**src/llsfi_pkg.sv**
```systemverilog
// Package for the link-layer status and fault-injection register bank
package llsfi_pkg;
    // Register byte addresses
    localparam logic [11:0] ADDR_EVENT_STATUS = 12'h394;
    localparam logic [11:0] ADDR_ACK_TO_NAK = 12'h398;
    localparam logic [11:0] ADDR_FAULT_CTRL = 12'h39c;
    localparam logic [11:0] ADDR_LINK_PAYLOAD = 12'h3a0;
    localparam logic [31:0] RESET_VALUE = 32'h0000_0000;
    // Writable bits of the event status register (W1C)
    localparam logic [31:0] STATUS_MASK = 32'hffeb_007f;
    // Writable bits of the two injector registers
    localparam logic [31:0] ACK_NAK_MASK = 32'h00ff_0fff;
    localparam logic [31:0] FAULT_CTRL_MASK = 32'h8fff_110f;
    // Field positions
    localparam int ACK_EN_BIT = 31;
    localparam int ACK_CNT_LSB = 16;
    localparam int ACK_SEQ_LSB = 0;
    localparam int DLLP_CRC_ON_BIT = 31;
    localparam int DLLP_IVL_LSB = 16;
    localparam int SEND_TRIG_BIT = 12;
    localparam int SEQ_TRIG_BIT = 8;
    localparam int TLP_CRC_ON_BIT = 3;
    localparam int TLP_SPC_LSB = 0;
    // Clock periods per interval unit of DLLP CRC corruption
    localparam int DLLP_IVL_UNIT = 256;

    // Link-layer event strobes, one bit per status flag position
    typedef struct packed {
        logic [31:0] bits;
    } llsfi_event_t;

    // Transmit-side opportunities offered by the link layer
    typedef struct packed {
        logic ack_go;
        logic [11:0] ack_seq;
        logic dllp_go;
        logic tlp_go;
        logic link_slot;
    } llsfi_tx_t;

    // Injection commands back to the link layer
    typedef struct packed {
        logic ack_as_nak;
        logic dllp_crc_bad;
        logic tlp_lcrc_bad;
        logic tlp_seq_bad;
        logic link_send;
        logic [31:0] link_data;
    } llsfi_inj_t;

    typedef enum logic [1:0] {
        LLSFI_IDLE = 2'b00,
        LLSFI_ACK = 2'b01
    } llsfi_bus_t;
endpackage

```
**src/llsfi_top.sv**
```systemverilog
// Link-layer status flags and fault injectors with a Wishbone slave
//
// Chosen here: register access over Wishbone.
`timescale 1ns/1ps
`default_nettype none
// Function
// - Status flags sticky, write one clears
// - Bad TLP cause flags set, informational
// - Duplicate TLP sets its flag
// - Received NAK sets its flag
// - Deskew overflow flags and forces Recovery
// - Transmit underflow sets its flag
// - Replay start sets its flag
// - Late transmit parity error sets flag
// - Replay ECC errors set their flags
// - Error flags sticky and forwarded to AER
// - Enable write loads and arms ACK injector
// - Armed injector turns matching ACKs into NAKs
// - DLLP CRC corruption single or periodic
// - Trigger edge sends one payload DLLP
// - Trigger edge spoils next TLP sequence
// - LCRC corruption every TLP or spaced
module llsfi_top #(
    parameter int SEQ_W = 12, // Sequence number width
    parameter int CNT_W = 8 // ACK-to-NAK count width
) (
    input wire logic i_clock, // Core clock, 100 MHz
    input wire logic i_nrst, // Asynchronous reset, active low
    input wire logic i_ce, // Clock enable, freezes all state
    input wire logic i_wb_cyc, // Wishbone cycle
    input wire logic i_wb_stb, // Wishbone strobe
    input wire logic i_wb_we, // Wishbone write enable
    input wire logic [11:0] i_wb_adr, // Wishbone byte address
    input wire logic [3:0] i_wb_sel, // Wishbone byte selects
    input wire logic [31:0] i_wb_dat, // Wishbone write data
    output logic [31:0] o_wb_dat, // Wishbone read data
    output logic o_wb_ack, // Wishbone acknowledge
    input wire llsfi_pkg::llsfi_event_t i_event, // Event strobes
    input wire llsfi_pkg::llsfi_tx_t i_tx, // Transmit opportunities
    output llsfi_pkg::llsfi_inj_t o_inj, // Injection commands
    output logic o_force_recovery, // Drive link to Recovery
    output logic [6:0] o_aer_errors // Error flags to AER capability
);

    ////////////////////////////////////////////////////////////////////////////
    // Bus decode
    logic req;
    logic wr_stb;
    logic [31:0] byte_mask;
    logic [31:0] status_r;
    logic [31:0] ack_nak_r;
    logic [31:0] fault_ctrl_r;
    logic [31:0] payload_r;
    logic [31:0] fault_prev_r;
    llsfi_pkg::llsfi_bus_t bus_r;

    // Expand byte selects into a bit mask
    function automatic logic [31:0] lane_mask(input logic [3:0] sel);
        lane_mask = {{8{sel[3]}}, {8{sel[2]}}, {8{sel[1]}}, {8{sel[0]}}};
    endfunction

    // Write data merged into an old value under a bit mask
    function automatic logic [31:0] merge(input logic [31:0] old,
                                          input logic [31:0] dat,
                                          input logic [31:0] msk);
        merge = (old & ~msk) | (dat & msk);
    endfunction

    // Request is new only while no ack is outstanding
    assign req = i_wb_cyc && i_wb_stb && (bus_r == llsfi_pkg::LLSFI_IDLE);
    // Writes land at the edge where the master samples ack high, not at the
    // request edge, so a write and its termination fall on one edge
    assign wr_stb = i_wb_cyc && i_wb_stb && i_wb_we && (bus_r == llsfi_pkg::LLSFI_ACK);
    assign byte_mask = lane_mask(i_wb_sel);

    // Ack one cycle after the request, dropped the cycle after
    always_ff @(posedge i_clock or negedge i_nrst) begin
        if (!i_nrst) begin
            bus_r <= llsfi_pkg::LLSFI_IDLE;
            o_wb_ack <= 1'b0;
        end else if (i_ce) begin
            bus_r <= req ? llsfi_pkg::LLSFI_ACK : llsfi_pkg::LLSFI_IDLE;
            o_wb_ack <= req;
        end
    end

    // Read mux; unmapped addresses read zero and still ack
    always_ff @(posedge i_clock or negedge i_nrst) begin
        if (!i_nrst) begin
            o_wb_dat <= llsfi_pkg::RESET_VALUE;
        end else if (i_ce && req && !i_wb_we) begin
            unique case (i_wb_adr)
                llsfi_pkg::ADDR_EVENT_STATUS: o_wb_dat <= status_r;
                llsfi_pkg::ADDR_ACK_TO_NAK: o_wb_dat <= ack_nak_r;
                llsfi_pkg::ADDR_FAULT_CTRL: o_wb_dat <= fault_ctrl_r;
                llsfi_pkg::ADDR_LINK_PAYLOAD: o_wb_dat <= payload_r;
                default: o_wb_dat <= llsfi_pkg::RESET_VALUE;
            endcase
        end
    end

    ////////////////////////////////////////////////////////////////////////////
    // Event status flags
    logic status_wr;
    logic [31:0] status_clr;
    assign status_wr = wr_stb && (i_wb_adr == llsfi_pkg::ADDR_EVENT_STATUS);
    assign status_clr = status_wr ? (i_wb_dat & byte_mask) : 32'h0000_0000;

    // Set wins over a same-cycle clear so no event is lost
    always_ff @(posedge i_clock or negedge i_nrst) begin
        if (!i_nrst) begin
            status_r <= llsfi_pkg::RESET_VALUE;
        end else if (i_ce) begin
            status_r <= ((status_r & ~status_clr) | i_event.bits)
                        & llsfi_pkg::STATUS_MASK;
        end
    end

    // Overflow drives Recovery; error flags forwarded to AER
    always_ff @(posedge i_clock or negedge i_nrst) begin
        if (!i_nrst) begin
            o_force_recovery <= 1'b0;
            o_aer_errors <= 7'h00;
        end else if (i_ce) begin
            o_force_recovery <= i_event.bits[23];
            o_aer_errors <= status_r[6:0];
        end
    end

    ////////////////////////////////////////////////////////////////////////////
    // Parameter registers; software sets fields before enables
    logic ack_wr;
    logic fault_wr;
    assign ack_wr = wr_stb && (i_wb_adr == llsfi_pkg::ADDR_ACK_TO_NAK);
    assign fault_wr = wr_stb && (i_wb_adr == llsfi_pkg::ADDR_FAULT_CTRL);

    always_ff @(posedge i_clock or negedge i_nrst) begin
        if (!i_nrst) begin
            ack_nak_r <= llsfi_pkg::RESET_VALUE;
            fault_ctrl_r <= llsfi_pkg::RESET_VALUE;
            payload_r <= llsfi_pkg::RESET_VALUE;
        end else if (i_ce) begin
            if (ack_wr) begin
                ack_nak_r <= merge(ack_nak_r, i_wb_dat, byte_mask & llsfi_pkg::ACK_NAK_MASK);
            end
            if (fault_wr) begin
                fault_ctrl_r <= merge(fault_ctrl_r, i_wb_dat,
                                      byte_mask & llsfi_pkg::FAULT_CTRL_MASK);
            end
            if (wr_stb && (i_wb_adr == llsfi_pkg::ADDR_LINK_PAYLOAD)) begin
                payload_r <= merge(payload_r, i_wb_dat, byte_mask);
            end
        end
    end

    ////////////////////////////////////////////////////////////////////////////
    // ACK-to-NAK injector
    logic [SEQ_W-1:0] inj_seq_r;
    logic [CNT_W-1:0] inj_left_r;
    logic ack_arm;
    logic ack_hit;
    logic ack_as_nak_r;
    // Enable bit is a strobe: it is never stored, so it reads zero
    assign ack_arm = ack_wr && i_wb_sel[3] && i_wb_dat[llsfi_pkg::ACK_EN_BIT];
    assign ack_hit = i_tx.ack_go && (inj_left_r != '0) &&
                     (i_tx.ack_seq[SEQ_W-1:0] == inj_seq_r);

    always_ff @(posedge i_clock or negedge i_nrst) begin
        if (!i_nrst) begin
            inj_seq_r <= '0;
            inj_left_r <= '0;
            ack_as_nak_r <= 1'b0;
        end else if (i_ce) begin
            ack_as_nak_r <= ack_hit;
            if (ack_arm) begin
                inj_seq_r <= ack_nak_r[llsfi_pkg::ACK_SEQ_LSB +: SEQ_W];
                inj_left_r <= ack_nak_r[llsfi_pkg::ACK_CNT_LSB +: CNT_W];
            end else if (ack_hit) begin
                inj_left_r <= inj_left_r - 1'b1;
            end
        end
    end

    ////////////////////////////////////////////////////////////////////////////
    // Edge detection on trigger and enable bits
    logic [31:0] fault_rise;
    always_ff @(posedge i_clock or negedge i_nrst) begin
        if (!i_nrst) begin
            fault_prev_r <= llsfi_pkg::RESET_VALUE;
        end else if (i_ce) begin
            fault_prev_r <= fault_ctrl_r;
        end
    end
    assign fault_rise = fault_ctrl_r & ~fault_prev_r;

    ////////////////////////////////////////////////////////////////////////////
    // DLLP CRC corruption
    logic dllp_on;
    logic [11:0] dllp_ivl;
    logic [19:0] dllp_tmr_r;
    logic dllp_due_r;
    logic dllp_hit;
    logic dllp_bad_r;
    // Timer is 20 bits: the largest interval times 256 still fits
    assign dllp_on = fault_ctrl_r[llsfi_pkg::DLLP_CRC_ON_BIT];
    assign dllp_ivl = fault_ctrl_r[llsfi_pkg::DLLP_IVL_LSB +: 12];
    assign dllp_hit = dllp_on && dllp_due_r && i_tx.dllp_go;

    // One pending corruption per enable edge, then per interval period
    always_ff @(posedge i_clock or negedge i_nrst) begin
        if (!i_nrst) begin
            dllp_tmr_r <= 20'h00000;
            dllp_due_r <= 1'b0;
            dllp_bad_r <= 1'b0;
        end else if (i_ce) begin
            dllp_bad_r <= dllp_hit;
            if (!dllp_on) begin
                dllp_tmr_r <= 20'h00000;
                dllp_due_r <= 1'b0;
            end else if (fault_rise[llsfi_pkg::DLLP_CRC_ON_BIT]) begin
                dllp_due_r <= 1'b1;
                dllp_tmr_r <= 20'h00000;
            end else begin
                if (dllp_ivl != 12'h000 &&
                    dllp_tmr_r == 20'(dllp_ivl * llsfi_pkg::DLLP_IVL_UNIT - 1)) begin
                    dllp_tmr_r <= 20'h00000;
                    dllp_due_r <= 1'b1;
                end else begin
                    if (dllp_ivl != 12'h000) begin
                        dllp_tmr_r <= dllp_tmr_r + 20'h00001;
                    end
                    if (dllp_hit) begin
                        dllp_due_r <= 1'b0;
                    end
                end
            end
        end
    end

    ////////////////////////////////////////////////////////////////////////////
    // Payload DLLP send and sequence spoil, one per trigger edge
    logic send_pend_r;
    logic seq_pend_r;
    logic link_send_r;
    logic [31:0] link_data_r;
    logic seq_bad_r;
    always_ff @(posedge i_clock or negedge i_nrst) begin
        if (!i_nrst) begin
            send_pend_r <= 1'b0;
            seq_pend_r <= 1'b0;
            link_send_r <= 1'b0;
            link_data_r <= llsfi_pkg::RESET_VALUE;
            seq_bad_r <= 1'b0;
        end else if (i_ce) begin
            link_send_r <= send_pend_r && i_tx.link_slot;
            link_data_r <= payload_r;
            seq_bad_r <= seq_pend_r && i_tx.tlp_go;
            if (fault_rise[llsfi_pkg::SEND_TRIG_BIT]) begin
                send_pend_r <= 1'b1;
            end else if (i_tx.link_slot) begin
                send_pend_r <= 1'b0;
            end
            if (fault_rise[llsfi_pkg::SEQ_TRIG_BIT]) begin
                seq_pend_r <= 1'b1;
            end else if (i_tx.tlp_go) begin
                seq_pend_r <= 1'b0;
            end
        end
    end

    ////////////////////////////////////////////////////////////////////////////
    // TLP LCRC corruption with spacing; skip count cleared while off
    logic tlp_on;
    logic [2:0] tlp_spc;
    logic [2:0] tlp_skip_r;
    logic lcrc_bad_r;
    assign tlp_on = fault_ctrl_r[llsfi_pkg::TLP_CRC_ON_BIT];
    assign tlp_spc = fault_ctrl_r[llsfi_pkg::TLP_SPC_LSB +: 3];

    always_ff @(posedge i_clock or negedge i_nrst) begin
        if (!i_nrst) begin
            tlp_skip_r <= 3'h0;
            lcrc_bad_r <= 1'b0;
        end else if (i_ce) begin
            lcrc_bad_r <= tlp_on && i_tx.tlp_go && (tlp_skip_r == 3'h0);
            if (!tlp_on) begin
                tlp_skip_r <= 3'h0;
            end else if (i_tx.tlp_go) begin
                tlp_skip_r <= (tlp_skip_r == 3'h0) ? tlp_spc : tlp_skip_r - 3'h1;
            end
        end
    end

    ////////////////////////////////////////////////////////////////////////////
    // Injection command bundle; every field is a flop kept in its injector's process
    // above, and the bundle is formed once here so that no two processes
    // write parts of one output variable
    assign o_inj = {
        ack_as_nak_r,
        dllp_bad_r,
        lcrc_bad_r,
        seq_bad_r,
        link_send_r,
        link_data_r
    };

    ////////////////////////////////////////////////////////////////////////////
    // Checks
    sticky_hold_a: assert property (@(posedge i_clock) disable iff (!i_nrst)
        (i_ce && status_r[0] && !status_clr[0]) |=> status_r[0])
        else $error("status flag lost without clear");
    set_wins_a: assert property (@(posedge i_clock) disable iff (!i_nrst)
        (i_ce && i_event.bits[24]) |=> status_r[24])
        else $error("event not latched");
    recov_force_a: assert property (@(posedge i_clock) disable iff (!i_nrst)
        (i_ce && i_event.bits[23]) |=> o_force_recovery)
        else $error("recovery not forced");
    aer_fwd_a: assert property (@(posedge i_clock) disable iff (!i_nrst)
        i_ce |=> (o_aer_errors == $past(status_r[6:0])))
        else $error("aer flags not forwarded");
    ack_load_a: assert property (@(posedge i_clock) disable iff (!i_nrst)
        (i_ce && ack_arm) |=> (inj_left_r == $past(ack_nak_r[23:16])))
        else $error("injector count not loaded");
    nak_count_a: assert property (@(posedge i_clock) disable iff (!i_nrst)
        (i_ce && ack_hit && !ack_arm) |=> (inj_left_r == $past(inj_left_r) - 1'b1))
        else $error("nak count not decremented");
    send_once_a: assert property (@(posedge i_clock) disable iff (!i_nrst)
        (i_ce && o_inj.link_send && !$past(fault_rise[12])) |-> !send_pend_r)
        else $error("payload dllp sent twice");
    lcrc_all_a: assert property (@(posedge i_clock) disable iff (!i_nrst)
        (i_ce && tlp_on && tlp_spc == 3'h0 && tlp_skip_r == 3'h0 && i_tx.tlp_go)
        |=> o_inj.tlp_lcrc_bad)
        else $error("lcrc not corrupted");
    edge_pend_a: assert property (@(posedge i_clock) disable iff (!i_nrst)
        (i_ce && fault_rise[8]) |=> seq_pend_r)
        else $error("trigger edge missed");
endmodule
`default_nettype wire

```
**config.mk**
```make
export PLATFORM = sky130hd
export DESIGN_NAME = llsfi_top
export DESIGN_NICKNAME = d
export VERILOG_FILES = /design/src/llsfi_pkg.sv /design/src/llsfi_top.sv
export SDC_FILE = /design/constraint.sdc
export NUM_CORES = 1
export LEC_CHECK = 0
export BUFFER_PORTS_ARGS = -buffer_cell sky130_fd_sc_hd__buf_2
export CORE_MARGIN = 2
export CORE_UTILIZATION = 55
export CTS_BUF_LIST = sky130_fd_sc_hd__clkbuf_2 sky130_fd_sc_hd__clkbuf_4 sky130_fd_sc_hd__clkbuf_8
export DETAILED_ROUTE_END_ITERATION = 8
export PLACE_DENSITY = 0.83
export SLEW_MARGIN = 20
export SYNTH_ARGS = -nofsm -noshare
export SYNTH_HDL_FRONTEND = slang
export SYNTH_SLANG_ARGS = --single-unit
```
**constraint.sdc**
```tcl
create_clock -name i_clock -period 2.65 [get_ports i_clock]
set_input_delay 0.1325 -clock i_clock [delete_from_list [all_inputs] [get_ports i_clock]]
set_output_delay 0.1325 -clock i_clock [all_outputs]
set_load 0.01 [all_outputs]
```
Word level (Yosys, flattened, before mapping). Index checks and enable logic that the tools add are counted.

Flip-flop bits (word level): 275. Output and inout bits: 78. Logic and storage cells: 113.

$add $sub $neg: 4. Equality and inequality tests: 10. Mux-type cells: 20. Bitwise logic cells: 17. Reductions and logical operators: 39.

Operators by type and width (count): 32-bit AND (7); 32-bit inverter (4); 32-bit OR (4); 32-bit one-hot mux with 4 select lines (1); 20-bit 2-to-1 mux (4); 12-bit by 10-bit equality test with 1-bit output, second input constant (4); 32-bit by 24-bit AND with 32-bit output (1); 32-bit 2-to-1 mux (1); 24-bit inverter with 32-bit output (1); 1-bit logical AND (21); 20-bit by 1-bit adder with 20-bit output, second input constant (1); 20-bit equality test (1); 2-bit AND reduction (10); 20-bit by 1-bit subtractor with 20-bit output, second input constant (1); 8-bit 2-to-1 mux (2); 12-bit equality test (1); 12-bit nonzero test (1); 1-bit 2-to-1 mux (9); 3-bit 2-to-1 mux (3); 4-bit by 1-bit != test with 1-bit output, second input constant (2); 8-bit nonzero test (1); 8-bit by 1-bit subtractor with 8-bit output, second input constant (1); 2-bit nonzero test (3); 3-bit zero test (1); other kinds (5) (5).

Logic depth before layout (Yosys ltp).
Depth after elaboration: 8. Mapped depth: 11. Depth with buffers taken out: 9.

Worst setup path before layout. OpenSTA, ideal clock, no wires.

Path kind: reg2reg. Start: reg (tool-made name). End: reg dllp_tmr_r[3]. Setup time: 0.121 ns. Arrival time: 2.314 ns. Data required time: 2.529 ns. Path slack: 0.215 ns. Cell stages (with the launch flop): 11. Buffers on the path: 1. Period minus slack after synthesis: 2.435 ns. Cells stage by stage: dfrtp_1 > inv_1 > ha_1 > nor3b_1 > xnor2_1 > nor3_1 > nand3_1 > or4_1 > buf_4 > a31o_1 > a22o_1.

RTL lines: to (signal assigned) (RTL line llsfi_top.sv:230) `dllp_tmr_r <= dllp_tmr_r + 20'h00001;`; to (decl) (RTL line llsfi_top.sv:200) `logic [19:0] dllp_tmr_r;`.

==> results_dict.tcl <==
set metrics [dict create \
    outcome "finished, final reports clean" \
    reg2regPathDepth 10 \
    final_layout_size_suffix_gt1_share_pct 36.6 \
    via_per_inst 5.99 \
    crit_required_ns 3.07 \
    nets 1253 \
    drc 0 \
    yosysTopAreaCell "dfrtp_1" \
    start_util_pct 56.1 \
    grt_first_pass_wirelength_mm 45.7 \
    gp_congestion 0.866 \
    power_density_nw_per_um2 542 \
    core.rowCount 49 \
    cts.clk_slew.worst_paths_ns 0.06 \
    critPathCaptureType "flop" \
    dr.pass1.iters 6 \
    slew_headroom_pct 54.6 \
    post-route-util_pct 72.2 \
    yosys-top-cells-area "dfrtp_1, mux2_2, nand2_1" \
    cap_violations 0 \
    dp_cells 1254 \
    period_share_pct 94.0 \
    rsz0062_at_grt "false" \
    clkSinkCount 219 \
    die_y_um 140 \
    groute.usage.overall_pct 29.4 \
    start_kind "flop" \
    place_area_um2 11300 \
    io-pin-count 180 \
    synth_top_area_share_pct 54.2 \
    overflow 0 \
    synth_edf_count 0 \
    die-area_um2 19500 \
    syn-cell-area_um2 10100 \
    post_drt_wl_per_cell_um 20.5 \
    period_needed_ns 2.49 \
    clk_latency_ns 0.54 \
    synthFlopType "dfrtp_1" \
    antenna_found_initial 1 \
    die_x_um 140 \
    synth-seq-cells 219 \
    ant_nets 0 \
    critPathArrivalTime_ns 2.91 \
    tightest_slew_ns 0.681 \
    synth_cell_types 60 \
    p_leak_nw 6.24 \
    critPathKind "reg2reg" \
    place_hpwl_mm 17.9 \
    grt_max_degree 91 \
    grt_pass1_vias 8736 \
    yosysSeqAreaShare_pct 54.2 \
    synth.most_common_cell "dfrtp_1" \
    syn-instance-count 876 \
    finalSetupViolations 0 \
    cp_max_fo 8 \
    cts_tree "yes" \
    core_area_um2 18000 \
    min_path_type "in2async" \
    drv_slew 0 \
    fin_cells 1403 \
    tns_ns 0 \
    h-tree-depth 2 \
    fin_skew_ns 0.0281 \
    finish.instance_area_um2 13000 \
    clockBufferDepth 3 \
    cts_root_buf "clkbuf_8" \
    syn_to_final_growth_pct 28.6 \
    syn_area_per_cell_um2 11.5 \
    ir_drop_mv 0.480 \
    r2r_slack_ns 0.16 \
    syn_nets 984 \
    r2r-end "dllp_tmr_r[10]$_DFFE_PN0P_" \
    hold_violations 0 \
    vias 8410 \
    cts_made_buffers 37 \
    max_freq_mhz 401 \
    drt_iter0_drc 778 \
    io_buffers 168 \
    async_flop_share_pct 100 \
    wl_mm 28.7 \
    synth_common_cells "dfrtp_1, mux2_2, nand2_1, o21ai_0, nand3_1" \
    yosys_warnings 0 \
]
[placed cells by master, fill, tap and decap left out, types with 5 or more instances in the layout]
cell,count
dfrtp_1,219
buf_2,166
mux2_2,136
nand2_1,112
dlygate4sd3_1,80
o21ai_0,50
clkbuf_8,48
nand3_1,41
buf_4,32
a22o_1,25
nor2_1,21
inv_1,19
a21oi_1,19
xnor2_1,16
a222oi_1,14
a22oi_1,13
xor2_1,13
nand4_1,12
and3_1,11
nor3_1,10
clkbuf_4,8
nand3b_1,6
o311ai_2,6
ha_1,6
nor4_1,5
mux2i_1,5
clkinv_2,5
[cells by family (layout without fill, tap and decap cells)]
kind of cell	count (synthesis)	count (layout)	synth area share [%]
AO/OA/AOI/OAI	158	158	11.4
XOR/XNOR	29	29	2.51
adder cells (fa/ha/maj)	6	6	0.742
buffers and inverters	72	368	3.15
flip-flops	219	219	54.2
multiplexers	141	141	15.6
other	0	2	0
AND/OR/NAND/NOR	251	251	12.4
[power breakdown]
group	switching [mW]	internal, mW
Sequential	0.00247	3.35
Clock	1.41	1.95
Combinational	0.192	0.156
[final cells by class]
| type | count | area [µm²] |
|---|---|---|
| Sequential cell | 219 | 5480 |
| Fill cell | 1172 | 5020 |
| Antenna cell | 2 | 5.00 |
| Clock buffer | 56 | 721 |
| Multi-Input combinational cell | 585 | 4360 |
| Inverter | 19 | 71.3 |
| Tap cell | 229 | 287 |
| Clock inverter | 10 | 111 |
| Timing Repair Buffer | 283 | 1970 |
[critical path, stage by stage (launching register included)]
cell and delay (ns):
dfrtp_1 0.38, inv_1 0.06, ha_1 0.24, nor3b_4 0.26, xnor2_1 0.11, nor3_2 0.19
nand3_1 0.10, or4_4 0.58, buf_4 0.20, a31oi_1 0.17, mux2i_1 0.09
[stage by stage]
stage                     power, mW  hold WS [ns]  setup slack (ns)
after global routing           7.27        0.0236            0.0235
final                          7.05        0.0198             0.159
after CTS                      7.07       0.00528            0.0390
after detailed placement       3.68       -0.0408            0.0388
after floorplan                3.49        -0.163             0.215
after global placement         3.68       -0.0370             0.121
[metal layers]
metal	vias to the layer above	global-route usage [%]	wire (µm)
met5	-	0	0
met2	402	49.8	14300
met3	86	5.37	1960
li1	3739	-	-
met4	0	11.8	939
met1	4183	37.8	11600
[how the worst max path moves through the flow]
stage / cells after the start / to / slack [ns] / startpoint
global route: 9 / dllp_tmr_r[10]$_DFFE_PN0P_ / 0.02 / flop
floorplan: 10 / dllp_tmr_r[3]$_DFFE_PN0P_ / 0.21 / flop
detailed placement: 9 / dllp_tmr_r[1]$_DFFE_PN0P_ / 0.04 / flop
global placement: 7 / flop / 0.12 / i_wb_adr[11]
finish: 10 / dllp_tmr_r[10]$_DFFE_PN0P_ / 0.16 / flop
CTS: 8 / dllp_tmr_r[10]$_DFFE_PN0P_ / 0.04 / flop
[timing repair]
item	CTS	global route
endpoints found under the setup margin	12	18
endpoints found under the hold margin	324	0
pin swaps	0	1
gates resized for setup	1	3
hold buffers	80	0
buffers inserted	0	1
No activity file was read; power rests on OpenSTA's default activity.
